--- config.mk ---
export PLATFORM = sky130hd
export DESIGN_NAME = relocatable_vector_table
export DESIGN_NICKNAME = d
export VERILOG_FILES = /design/src/design/relocatable_vector_table.v /design/src/design/vector_src_map.v
export VERILOG_INCLUDE_DIRS = /design/src /design/src/design
export SDC_FILE = /design/constraint.sdc
export NUM_CORES = 1
export LEC_CHECK = 0
export BUFFER_PORTS_ARGS = -buffer_cell sky130_fd_sc_hd__buf_2
export CAP_MARGIN = 20
export CORE_MARGIN = 5
export CORE_UTILIZATION = 51
export DETAILED_ROUTE_END_ITERATION = 7
export GPL_ROUTABILITY_DRIVEN = 0
export PLACE_DENSITY = 0.78
export SKIP_LAST_GASP = 1
export SLEW_MARGIN = 40
export SYNTH_ARGS = -nofsm -noshare
export SYNTH_HDL_FRONTEND = slang
export SYNTH_HIERARCHICAL = 1
export SYNTH_SLANG_ARGS = --single-unit
--- constraint.sdc ---
create_clock -name MCLK -period 44.7 [get_ports MCLK]
set_input_delay 6.705 -clock MCLK [delete_from_list [all_inputs] [get_ports MCLK]]
set_output_delay 6.705 -clock MCLK [all_outputs]
set_load 0.005 [all_outputs]
--- src/design/vector_table_regs.vh ---
// Constants for the relocatable vector address logic
`ifndef VECTOR_TABLE_REGS_VH
`define VECTOR_TABLE_REGS_VH
`define VT_AREA_BYTES      9'h100
`define VT_SLOT_BYTES      3'h4
`define VT_NUM_W           6
`define VT_BASE_W          20
`define VT_LVL_W           3
`define VT_NUM_BRK         6'h00
`define VT_NUM_EXT_PIN_IRQ3        6'h04
`define VT_NUM_CC0         6'h05
`define VT_NUM_CC1_IIC     6'h06
`define VT_NUM_CCB_SCL     6'h07
`define VT_NUM_SP4_EXT_PIN_IRQ5    6'h08
`define VT_NUM_SP3_EXT_PIN_IRQ4    6'h09
`define VT_NUM_U2BC        6'h0A
`define VT_NUM_DMA0        6'h0B
`define VT_NUM_DMA1        6'h0C
`define VT_NUM_KEY         6'h0D
`define VT_NUM_AD          6'h0E
`define VT_NUM_U2TX        6'h0F
`define VT_NUM_U2RX        6'h10
`define VT_NUM_U0TX        6'h11
`define VT_NUM_U0RX        6'h12
`define VT_NUM_U1TX        6'h13
`define VT_NUM_U1RX        6'h14
`define VT_NUM_TA0         6'h15
`define VT_NUM_TB0         6'h1A
`define VT_NUM_EXT_PIN_IRQ0        6'h1D
`define VT_NUM_SW_FIRST    6'h20
`define VT_NUM_HW_LAST     6'h1F
`define VT_SEL_SLOT6_BIT   6
`define VT_SEL_SLOT7_BIT   7
`define VT_SEL2_SLOT6_BIT  6
`define VT_SEL2_SLOT7_BIT  7
`define VT_SEQ_EVEN_CYC    5'h12
`define VT_SEQ_ODD_CYC     5'h14
`define VT_CAUSE_RST       8'h00
`define VT_CAUSE2_RST      8'h00
`endif

--- src/design/relocatable_vector_table.v ---
// Relocatable interrupt vector address logic with source selection
//
// Summary of operation
// - Vector area is 256 bytes from base
// - Even base gives shorter interrupt sequence
// - Slots offset from base; breakpoint at +0
// - Pin three uses number 4, +16
// - Capture/compare 0 uses number 5, +20
// - Number 6 shared: compare 1, two-wire
// - Number 7 shared: base timer, line event
// - Slots 8 and 9 shared, serial/pin
// - Unit two collision uses number 10
// - Two-wire mode: start/stop raises number 10
// - DMA channels use numbers 11, 12
// - Key input 13, conversion 14
// - Unit two tx/rx 15, 16; ack events
// - Units zero, one use 17 to 20
// - First timers use numbers 21 to 25
// - Second timers use numbers 26 to 28
// - Pins zero to two use 29 to 31
// - Numbers 32 to 63 software only
// - Breakpoint and 32-63 ignore global enable
// - Entries four bytes, hold routine start
// - Accept: enable, request, level above current
`timescale 1ns/1ps
`include "vector_table_regs.vh"
module relocatable_vector_table (
    input  wire                    MCLK,
    input  wire                    RESETN,
    input  wire                    CE,
    input  wire [`VT_BASE_W-1:0]   VECTOR_BASE,
    input  wire                    CAUSE_WR,
    input  wire [7:0]              CAUSE_WDATA,
    input  wire                    CAUSE2_WR,
    input  wire [7:0]              CAUSE2_WDATA,
    input  wire                    TWO_WIRE_MODE,
    input  wire                    GLOBAL_EN,
    input  wire [`VT_LVL_W-1:0]    PROC_LEVEL,
    input  wire                    EXT_PIN_IRQ3_REQ,
    input  wire                    CC0_REQ,
    input  wire                    CC1_REQ,
    input  wire                    IIC_REQ,
    input  wire                    CCB_REQ,
    input  wire                    LINE_REQ,
    input  wire                    SP4_REQ,
    input  wire                    EXT_PIN_IRQ5_REQ,
    input  wire                    SP3_REQ,
    input  wire                    EXT_PIN_IRQ4_REQ,
    input  wire                    U2_COLL_REQ,
    input  wire                    U2_STSP_REQ,
    input  wire                    DMA0_REQ,
    input  wire                    DMA1_REQ,
    input  wire                    KEY_REQ,
    input  wire                    AD_REQ,
    input  wire                    U2_TX_REQ,
    input  wire                    U2_RX_REQ,
    input  wire                    U2_NACK_REQ,
    input  wire                    U2_ACK_REQ,
    input  wire [3:0]              UART01_REQ,
    input  wire [4:0]              TMR_A_REQ,
    input  wire [2:0]              TMR_B_REQ,
    input  wire [2:0]              INT012_REQ,
    input  wire [83:0]             SLOT_LEVELS,
    input  wire                    SW_REQ,
    input  wire [`VT_NUM_W-1:0]    SW_NUM,
    input  wire                    FETCH_DONE,
    output wire                    IRQ_PENDING,
    output reg                     VEC_VALID,
    output reg  [`VT_NUM_W-1:0]    VEC_NUM,
    output reg  [`VT_BASE_W-1:0]   VEC_ADDR,
    output reg  [`VT_LVL_W-1:0]    VEC_LEVEL,
    output reg                     VEC_MASKABLE,
    output reg  [4:0]              SEQ_CYCLES,
    output reg  [7:0]              CAUSE_SEL,
    output reg  [7:0]              CAUSE_SEL_TWO
);
    localparam ST_IDLE = 1'b0;
    localparam ST_HOLD = 1'b1;

    reg                   state_r;
    reg                   state_nxt;
    wire                  sel_slot6_bit;
    wire                  sel_slot7_bit;
    wire                  sel_slot8_bit;
    wire                  sel_slot9_bit;
    wire [27:0]           hw_req;
    wire [31:0]           slot_req;
    wire [95:0]           slot_lvl;
    reg                   hw_found;
    reg  [`VT_NUM_W-1:0]  hw_num;
    reg  [`VT_LVL_W-1:0]  hw_lvl;
    reg                   take_hw;
    reg                   take_sw;
    integer               i;

    // Cause-select registers, written by software
    always @(posedge MCLK) begin
        if (!RESETN) begin
            CAUSE_SEL     <= `VT_CAUSE_RST;
            CAUSE_SEL_TWO <= `VT_CAUSE2_RST;
        end else if (CE) begin
            if (CAUSE_WR)
                CAUSE_SEL <= CAUSE_WDATA;
            if (CAUSE2_WR)
                CAUSE_SEL_TWO <= CAUSE2_WDATA;
        end
    end

    assign sel_slot6_bit = CAUSE_SEL_TWO[`VT_SEL2_SLOT6_BIT];
    assign sel_slot7_bit = CAUSE_SEL_TWO[`VT_SEL2_SLOT7_BIT];
    assign sel_slot8_bit = CAUSE_SEL[`VT_SEL_SLOT7_BIT];
    assign sel_slot9_bit = CAUSE_SEL[`VT_SEL_SLOT6_BIT];

    // Request lines in number order, 4 through 31
    assign hw_req[0] = EXT_PIN_IRQ3_REQ;
    assign hw_req[1] = CC0_REQ;
    // Select bit low picks the capture/compare source
    assign hw_req[2] = sel_slot6_bit ? IIC_REQ : CC1_REQ;
    assign hw_req[3] = sel_slot7_bit ? LINE_REQ : CCB_REQ;
    // Select bit low picks the serial port, high the pin
    assign hw_req[4] = sel_slot8_bit ? EXT_PIN_IRQ5_REQ : SP4_REQ;
    assign hw_req[5] = sel_slot9_bit ? EXT_PIN_IRQ4_REQ : SP3_REQ;
    assign hw_req[6] = TWO_WIRE_MODE ? U2_STSP_REQ
                                     : U2_COLL_REQ;
    assign hw_req[7] = DMA0_REQ;
    assign hw_req[8] = DMA1_REQ;
    assign hw_req[9] = KEY_REQ;
    assign hw_req[10] = AD_REQ;
    assign hw_req[11] = TWO_WIRE_MODE ? U2_NACK_REQ : U2_TX_REQ;
    assign hw_req[12] = TWO_WIRE_MODE ? U2_ACK_REQ : U2_RX_REQ;
    assign hw_req[16:13] = UART01_REQ;
    assign hw_req[21:17] = TMR_A_REQ;
    assign hw_req[24:22] = TMR_B_REQ;
    assign hw_req[27:25] = INT012_REQ;

    vector_src_map u_map (
        .req_in  (hw_req),
        .lvl_in  (SLOT_LEVELS),
        .req_out (slot_req),
        .lvl_out (slot_lvl)
    );

    // Highest level wins; ties go to the lower number
    always @* begin
        hw_found = 1'b0;
        hw_num   = {`VT_NUM_W{1'b0}};
        hw_lvl   = {`VT_LVL_W{1'b0}};
        for (i = 4; i < 32; i = i + 1) begin
            if (slot_req[i] && (slot_lvl[i*3 +: 3] > PROC_LEVEL) &&
                (!hw_found || (slot_lvl[i*3 +: 3] > hw_lvl))) begin
                hw_found = 1'b1;
                hw_num   = i[`VT_NUM_W-1:0];
                hw_lvl   = slot_lvl[i*3 +: 3];
            end
        end
    end

    assign IRQ_PENDING = hw_found && GLOBAL_EN;

    // Software numbers are taken regardless of the global enable
    always @* begin
        take_sw   = 1'b0;
        take_hw   = 1'b0;
        state_nxt = state_r;
        case (state_r)
            ST_IDLE: begin
                if (SW_REQ) begin
                    take_sw   = 1'b1;
                    state_nxt = ST_HOLD;
                end else if (IRQ_PENDING) begin
                    take_hw   = 1'b1;
                    state_nxt = ST_HOLD;
                end
            end
            ST_HOLD: begin
                if (FETCH_DONE)
                    state_nxt = ST_IDLE;
            end
            default: state_nxt = ST_IDLE;
        endcase
    end

    always @(posedge MCLK) begin
        if (!RESETN) begin
            state_r      <= ST_IDLE;
            VEC_VALID    <= 1'b0;
            VEC_NUM      <= {`VT_NUM_W{1'b0}};
            VEC_ADDR     <= {`VT_BASE_W{1'b0}};
            VEC_LEVEL    <= {`VT_LVL_W{1'b0}};
            VEC_MASKABLE <= 1'b0;
            SEQ_CYCLES   <= 5'h00;
        end else if (CE) begin
            state_r <= state_nxt;
            if (take_sw || take_hw) begin
                VEC_VALID <= 1'b1;
                VEC_NUM   <= take_sw ? SW_NUM : hw_num;
                // Four-byte slot, 64 slots fill the 256-byte area
                VEC_ADDR  <= VECTOR_BASE +
                    {{(`VT_BASE_W-8){1'b0}},
                     (take_sw ? SW_NUM : hw_num), 2'b00};
                VEC_LEVEL <= take_sw ? PROC_LEVEL : hw_lvl;
                // Breakpoint and 32-63 are never maskable; 1-31 by
                // software instruction reuse the peripheral slot
                VEC_MASKABLE <= take_hw;
                // Odd base splits each word fetch, costing cycles
                SEQ_CYCLES <= VECTOR_BASE[0] ? `VT_SEQ_ODD_CYC
                                             : `VT_SEQ_EVEN_CYC;
            end else if (state_r == ST_HOLD && FETCH_DONE) begin
                VEC_VALID <= 1'b0;
            end
        end
    end
endmodule // relocatable_vector_table

--- src/design/vector_src_map.v ---
// Maps request lines to hardware interrupt numbers 4 to 31
`timescale 1ns/1ps
module vector_src_map (
    input  wire [27:0] req_in,
    input  wire [83:0] lvl_in,
    output wire [31:0] req_out,
    output wire [95:0] lvl_out
);
    // Slots 0 to 3 carry no hardware source
    assign req_out[3:0] = 4'h0;
    assign lvl_out[11:0] = 12'h000;
    genvar g;
    generate
        for (g = 4; g < 32; g = g + 1) begin : g_slot
            assign req_out[g] = req_in[g-4];
            assign lvl_out[g*3 +: 3] = lvl_in[(g-4)*3 +: 3];
        end
    endgenerate
endmodule // vector_src_map

==> metrics.md, run 1 <==
| Metric | Value |
|---|---|
| Status | `finished with violations` |
| Failing checks | `setup timing` |
| CTS max path bufs | `2` |
| Latest clock arrival within the worst-skew pair | `0.30 ns` |
| Detailed Place HPWL | `23,000 um` |
| Post-route ant nets | `0` |
| Avg WL per Cell | `18.6 um` |
| Reg2reg start | `CAUSE_SEL_TWO[6]$_SDFFE_PN0P_` |
| Kind of critical path | `input pin to register` |
| NumNets Final | `1,855` |
| Die Ht | `144 um` |
| TritonCTS clock tree | `yes` |
| Area of the core | `17,400 sq um` |
| Met1 Track Usage GR | `33.3%` |
| Pre-Repair DR Iteration Count | `5` |
| Vias | `10,400` |
| Buffers on Ports | `223` |
| Clock Skew | `0.00629 ns` |
| Die span in x | `144 um` |
| CP max FO | `7` |
| Syn_area_per_cell | `7.42 sq um` |
| Slew headroom | `27.1%` |
| Post-layout min period | `44.71 ns` |
| Grt met2 use | `46.2%` |
| Max VDD drop | `0.0367 mV` |
| RSZ-0062 raised after global routing | `true` |
| GRT busiest layer | `met2` |
| Area Growth Syn to Fin | `39.2%` |
| Post-Syn Instances | `1,229` |
| Synth Cell Area | `9120 sq um` |
| Static leakage | `5.98 nW` |
| CTS clk-pin slew, worst paths | `0.07 ns` |
| 1st-iter DRT viols | `694` |
| Residual DRC | `0` |
| Grt total ovfl | `0` |
| Clock root buffer | `clkbuf_16` |
| Max-cap violations | `0` |
| Critical Path Source | `PROC_LEVEL[1]` |
| Final cell count without fillers | `1,756` |
| Share of cells above drive strength 1 | `46.5%` |
| Total track usage | `26.4%` |
| Hold Crit Class | `register to register` |
| I/O pins | `226` |
| Final hold viol count | `0` |
| Most frequent cells in the layout | `221 x buf_2, 196 x buf_4, 122 x ha_1` |
| Max incr delay on CP | `0.41 ns` |
| Syn. warnings | `6` |
| H-Tree Depth | `2` |
| Routed WL | `32,600 um` |
| Max stage delay cell, worst path | `or3_4` |
| CP endpoint kind | `register` |
| Hold path start | `CAUSE_SEL[2]$_SDFFE_PN0P_` |
| Initial antenna violation count | `5` |
| Filler Cell Count | `1,228` |
| Commonest non-fill, non-tap cell in the layout | `buf_2` |
| GR Layer Usage met3 | `4.99%` |
| Die Area | `20,600 sq um` |
| Final Hold Slack | `0.453 ns` |
| Sink Count | `50` |
| Hold buffers post-CTS | `0` |
| Pin count of the biggest net entering global routing | `44` |
| Total Neg Setup Slack | `-0.0116 ns` |
| Pins Over Slew Limit | `0` |
| Routed vias/inst | `5.93` |
| Num CTS Buffers | `5` |
| Starting density of the core | `52.3%` |
| First-pass GRT wire length | `45,100 um` |
| CP required | `44.91 ns` |
| Worst Tran Pin Value | `1.08 ns` |
| PnR worst setup slack | `-0.0116 ns` |
| Most frequent CP cell | `a21oi_2` |
| Vias in the first global route | `9,423` |
| Site row count | `48` |
| Setup violators final | `1` |
| Startpoint Class | `input pin` |
| CP Data Arrival Time | `44.93 ns` |
| Share of the cycle needed by the critical path after routing | `100%` |
| Fmax | `22.4 MHz` |
| Post-Place Cells | `1,680` |
| Power per Cell Area | `59.8 nW/um^2` |
final cells by class:
class | count | area, sq um | area share (%)
multi-input cells | 947 | 8180 | 64.5
flip-flops and latches | 50 | 1000 | 7.89
diodes | 3 | 7.51 | 0.0592
well taps | 225 | 282 | 2.22
repair buffers | 427 | 2700 | 21.3
inverters | 97 | 374 | 2.95
clock inverters | 2 | 13.8 | 0.108
clock buffers | 5 | 125 | 0.986
critical path, delay by kind of cell:
family | cells | cell delay [ns]
fa+ha+maj | 32 | 8.75
xor+xnor | 1 | 0.15
buf+inv | 25 | 2.72
mux | 4 | 1.31
simple gates | 44 | 6.17
compound gates | 129 | 19.05
report_power, final:
| group | internal [mW] | switching (mW) | total (mW) | leakage (nW) |
|---|---|---|---|---|
| sequential | 0.0504 | 0.00333 | 0.0537 | 0.411 |
| combinational | 0.345 | 0.323 | 0.668 | 5.50 |
| clock | 0.0205 | 0.0166 | 0.0371 | 0.0701 |
flip-flops by register name (all words and copies together), names as in the netlist:
register and flops:
state_r 1, CAUSE_SEL 8, VEC_MASKABLE 1, SEQ_CYCLES 2
CAUSE_SEL_TWO 8, VEC_ADDR 20, VEC_NUM 6, VEC_VALID 1
VEC_LEVEL 3
metrics by stage:
stage | utilization, % | power, mW | setup slack, ns | instance area [sq um]
final | 72.9 | 0.759 | -0.0116 | 12700
after global routing | 72.8 | 0.812 | -2.11 | 12700
after CTS | 63.8 | 0.569 | 0.00683 | 11100
after detailed placement | 61.7 | 0.497 | -1.10 | 10700
after global placement | 61.7 | 0.485 | 0.326 | 10700
after floorplan | - | 0.356 | 0.0207 | 9270
metal layers:
layer | vias to the layer above | wire length [um]
met4 | 6 | 933
met2 | 468 | 16400
met3 | 91 | 2740
li1 | 4945 | -
met5 | - | 32
met1 | 4901 | 12600
final timing paths:
path                               endpoint  slack, ns  cells past startpoint
setup reg to reg  VEC_ADDR[18]$_SDFFE_PN0P_       8.09                    219
hold / removal    CAUSE_SEL[2]$_SDFFE_PN0P_       0.45                      2
hold reg to reg   CAUSE_SEL[2]$_SDFFE_PN0P_       0.45                      2
setup / recovery  VEC_ADDR[18]$_SDFFE_PN0P_      -0.01                    235
repair_timing:
item / CTS / global route
resized for setup: 35 / 235
pin swaps: 31 / 176
endpoints found under the setup margin: 13 / 26
endpoints found under the hold margin: 0 / 0
buffers inserted: 15 / 52
Note: power is estimated with default switching activity, not from simulation.
==> inputs of run 2 (changes only) <==
Settings changed: CORE_UTILIZATION 51 to 60, PLACE_DENSITY 0.78 to 0.86.
Clock period 44.7 ns to 57 ns, I/O delays scaled along.
==> run 2 against run 1 <==
Final cell count decreased by 13%. Highest routed layer unchanged. Non-clock buffer count decreased by 199. Worst hold slack about the same. Sequential power decreased by 21%. The flow now finishes without violations. Via count decreased by 12%. Die area decreased by 14%. Worst setup slack improved by 4.2 ns. Clock power decreased by 8.9%. First-iteration DRC count increased by 3.9%. Critical path depth decreased by 11. Global-route usage about the same. Total power decreased by 52%.
==> metrics.md, run 2 (synthesis gave the netlist of run 1 again) <==
| Metric | Value |
|---|---|
| Max-cap violations | `0` |
| Final core utilization | `64.7%` |
| Max reg flops | `20` |
| Total Neg Setup Slack | `0 ns` |
| Residual DRC | `0` |
| Post-route ant nets | `0` |
| Biggest register | `VEC_ADDR` |
| Total track usage | `26.4%` |
| Most frequent CP cell | `a21oi_1` |
| CTS clk-pin slew, worst paths | `0.07 ns` |
| NumNets Final | `1,656` |
| Final cell count without fillers | `1,519` |
| TritonCTS clock tree | `yes` |
| Post-Place Cells | `1,510` |
| Vias in the first global route | `8,550` |
| Die span in x | `133 um` |
| Area Growth Syn to Fin | `6.63%` |
| Pin count of the biggest net entering global routing | `35` |
| Resize count post-CTS | `0` |
| Clock root buffer | `clkbuf_16` |
| Kind of critical path | `input pin to register` |
| Routed vias/inst | `6.01` |
| Worst Tran Pin Value | `0.726 ns` |
| Site row count | `45` |
| Buffers on Ports | `223` |
| Static leakage | `4.80 nW` |
| Max stage delay cell, worst path | `a2111oi_1` |
| Num CTS Buffers | `5` |
| CP max FO | `29` |
| Share of cells above drive strength 1 | `23.1%` |
| RSZ-0062 raised after global routing | `false` |
| Die Area | `17,800 sq um` |
| Post-layout min period | `52.78 ns` |
| 1st-iter DRT viols | `721` |
| R2R setup slack | `15.12 ns` |
| Hold Crit Class | `register to register` |
| Fmax | `18.9 MHz` |
| Final hold viol count | `0` |
| H-Tree Depth | `2` |
| Max incr delay on CP | `0.50 ns` |
| Grt total ovfl | `0` |
| Power per Cell Area | `37.2 nW/um^2` |
| CP delay by family, top | `compound AO/OA/AOI/OAI gates` |
| Pre-Repair DR Iteration Count | `5` |
| Vias | `9,123` |
| Clock Skew | `0.00922 ns` |
| CP endpoint kind | `register` |
| Die Ht | `133 um` |
| Slew headroom | `51.2%` |
| Biggest regs | `VEC_ADDR x20, CAUSE_SEL x8, CAUSE_SEL_TWO x8` |
| I/O pins | `226` |
| Filler Cell Count | `1,328` |
| Startpoint Class | `input pin` |
| Max VDD drop | `0.0232 mV` |
| Hold buffers post-CTS | `0` |
| Initial antenna violation count | `3` |
| CP Data Arrival Time | `52.98 ns` |
| Latest clock arrival within the worst-skew pair | `0.29 ns` |
| Detailed Place HPWL | `20,500 um` |
| Area of the core | `15,000 sq um` |
| Setup violators final | `0` |
| Avg WL per Cell | `16.4 um` |
| Share of the cycle needed by the critical path after routing | `92.6%` |
| Setup bufs post-CTS | `0` |
| CP required | `57.20 ns` |
| Starting density of the core | `60.6%` |
| Pins Over Slew Limit | `0` |
| First-pass GRT wire length | `39,900 um` |
| CTS max path bufs | `2` |
| Routed WL | `24,900 um` |
| Most frequent cells in the layout | `223 x buf_2, 153 x ha_1, 124 x a21oi_1` |
| Sink Count | `50` |
| Commonest non-fill, non-tap cell in the layout | `buf_2` |
| Status | `complete, no violations` |
| CP bufs+invs | `13` |
==> run 2: cell types whose count changed in the layout (fill, tap and decap cells not counted), sizes merged <==
cell	delta
clkbuf	+1
clkinv	-1
clkinvlp	-1
inv	+1
buf	-199
bufinv	+1
diode	-2
==> run 2: per-layer routing <==
| metal | part of all wire [%] | global-route usage [%] |
|---|---|---|
| met1 | 44 | 34.9 |
| met3 | 6.9 | 3.66 |
| met2 | 47 | 45.5 |
| met4 | 1.8 | 6.29 |
| met5 | 0.10 | 0 |
==> run 2: path summary, 6_finish.rpt <==
kind,startpoint,end,cells after the start
worst min-delay path,VEC_ADDR[7]$_SDFFE_PN0P_,VEC_ADDR[7]$_SDFFE_PN0P_,2
worst max-delay path,PROC_LEVEL[2],VEC_ADDR[18]$_SDFFE_PN0P_,224
worst max register to register,CAUSE_SEL_TWO[6]$_SDFFE_PN0P_,VEC_ADDR[18]$_SDFFE_PN0P_,209
worst min register to register,VEC_ADDR[7]$_SDFFE_PN0P_,VEC_ADDR[7]$_SDFFE_PN0P_,2
==> run 2: cell type report <==
type                       instances  area, sq um  area share, %
clock buffer                       6          129           1.33
antenna                            1         2.50         0.0257
multi-input combinational        947         6800           69.9
tap                              188          235           2.42
inverter                          97          364           3.75
timing repair buffer             228         1150           11.9
sequential                        50         1000           10.3
clock inverter                     2         37.5          0.386
==> run 2: worst min-delay path, stage by stage, from the launching register on <==
cell,delay [ns]
dfxtp_1,0.31
nand2_1,0.05
a21oi_1,0.05
==> run 2: report_power, final <==
part	switching, mW	internal (mW)	leakage [nW]
Sequential	0.00286	0.0395	0.411
Combinational	0.160	0.125	4.31
Clock	0.0130	0.0207	0.0771
==> run 2: per-stage QoR <==
stage	setup WS, ns	cell area, sq um	hold WS, ns	total power, mW
4_1_cts	4.73	9710	0.454	0.358
6_report	4.22	9720	0.452	0.361
5_1_grt	0.179	9720	0.472	0.398
2_1_floorplan	9.59	9120	0.448	0.267
3_5_place_dp	4.53	9550	0.444	0.323
3_3_place_gp	5.80	9550	0.437	0.313
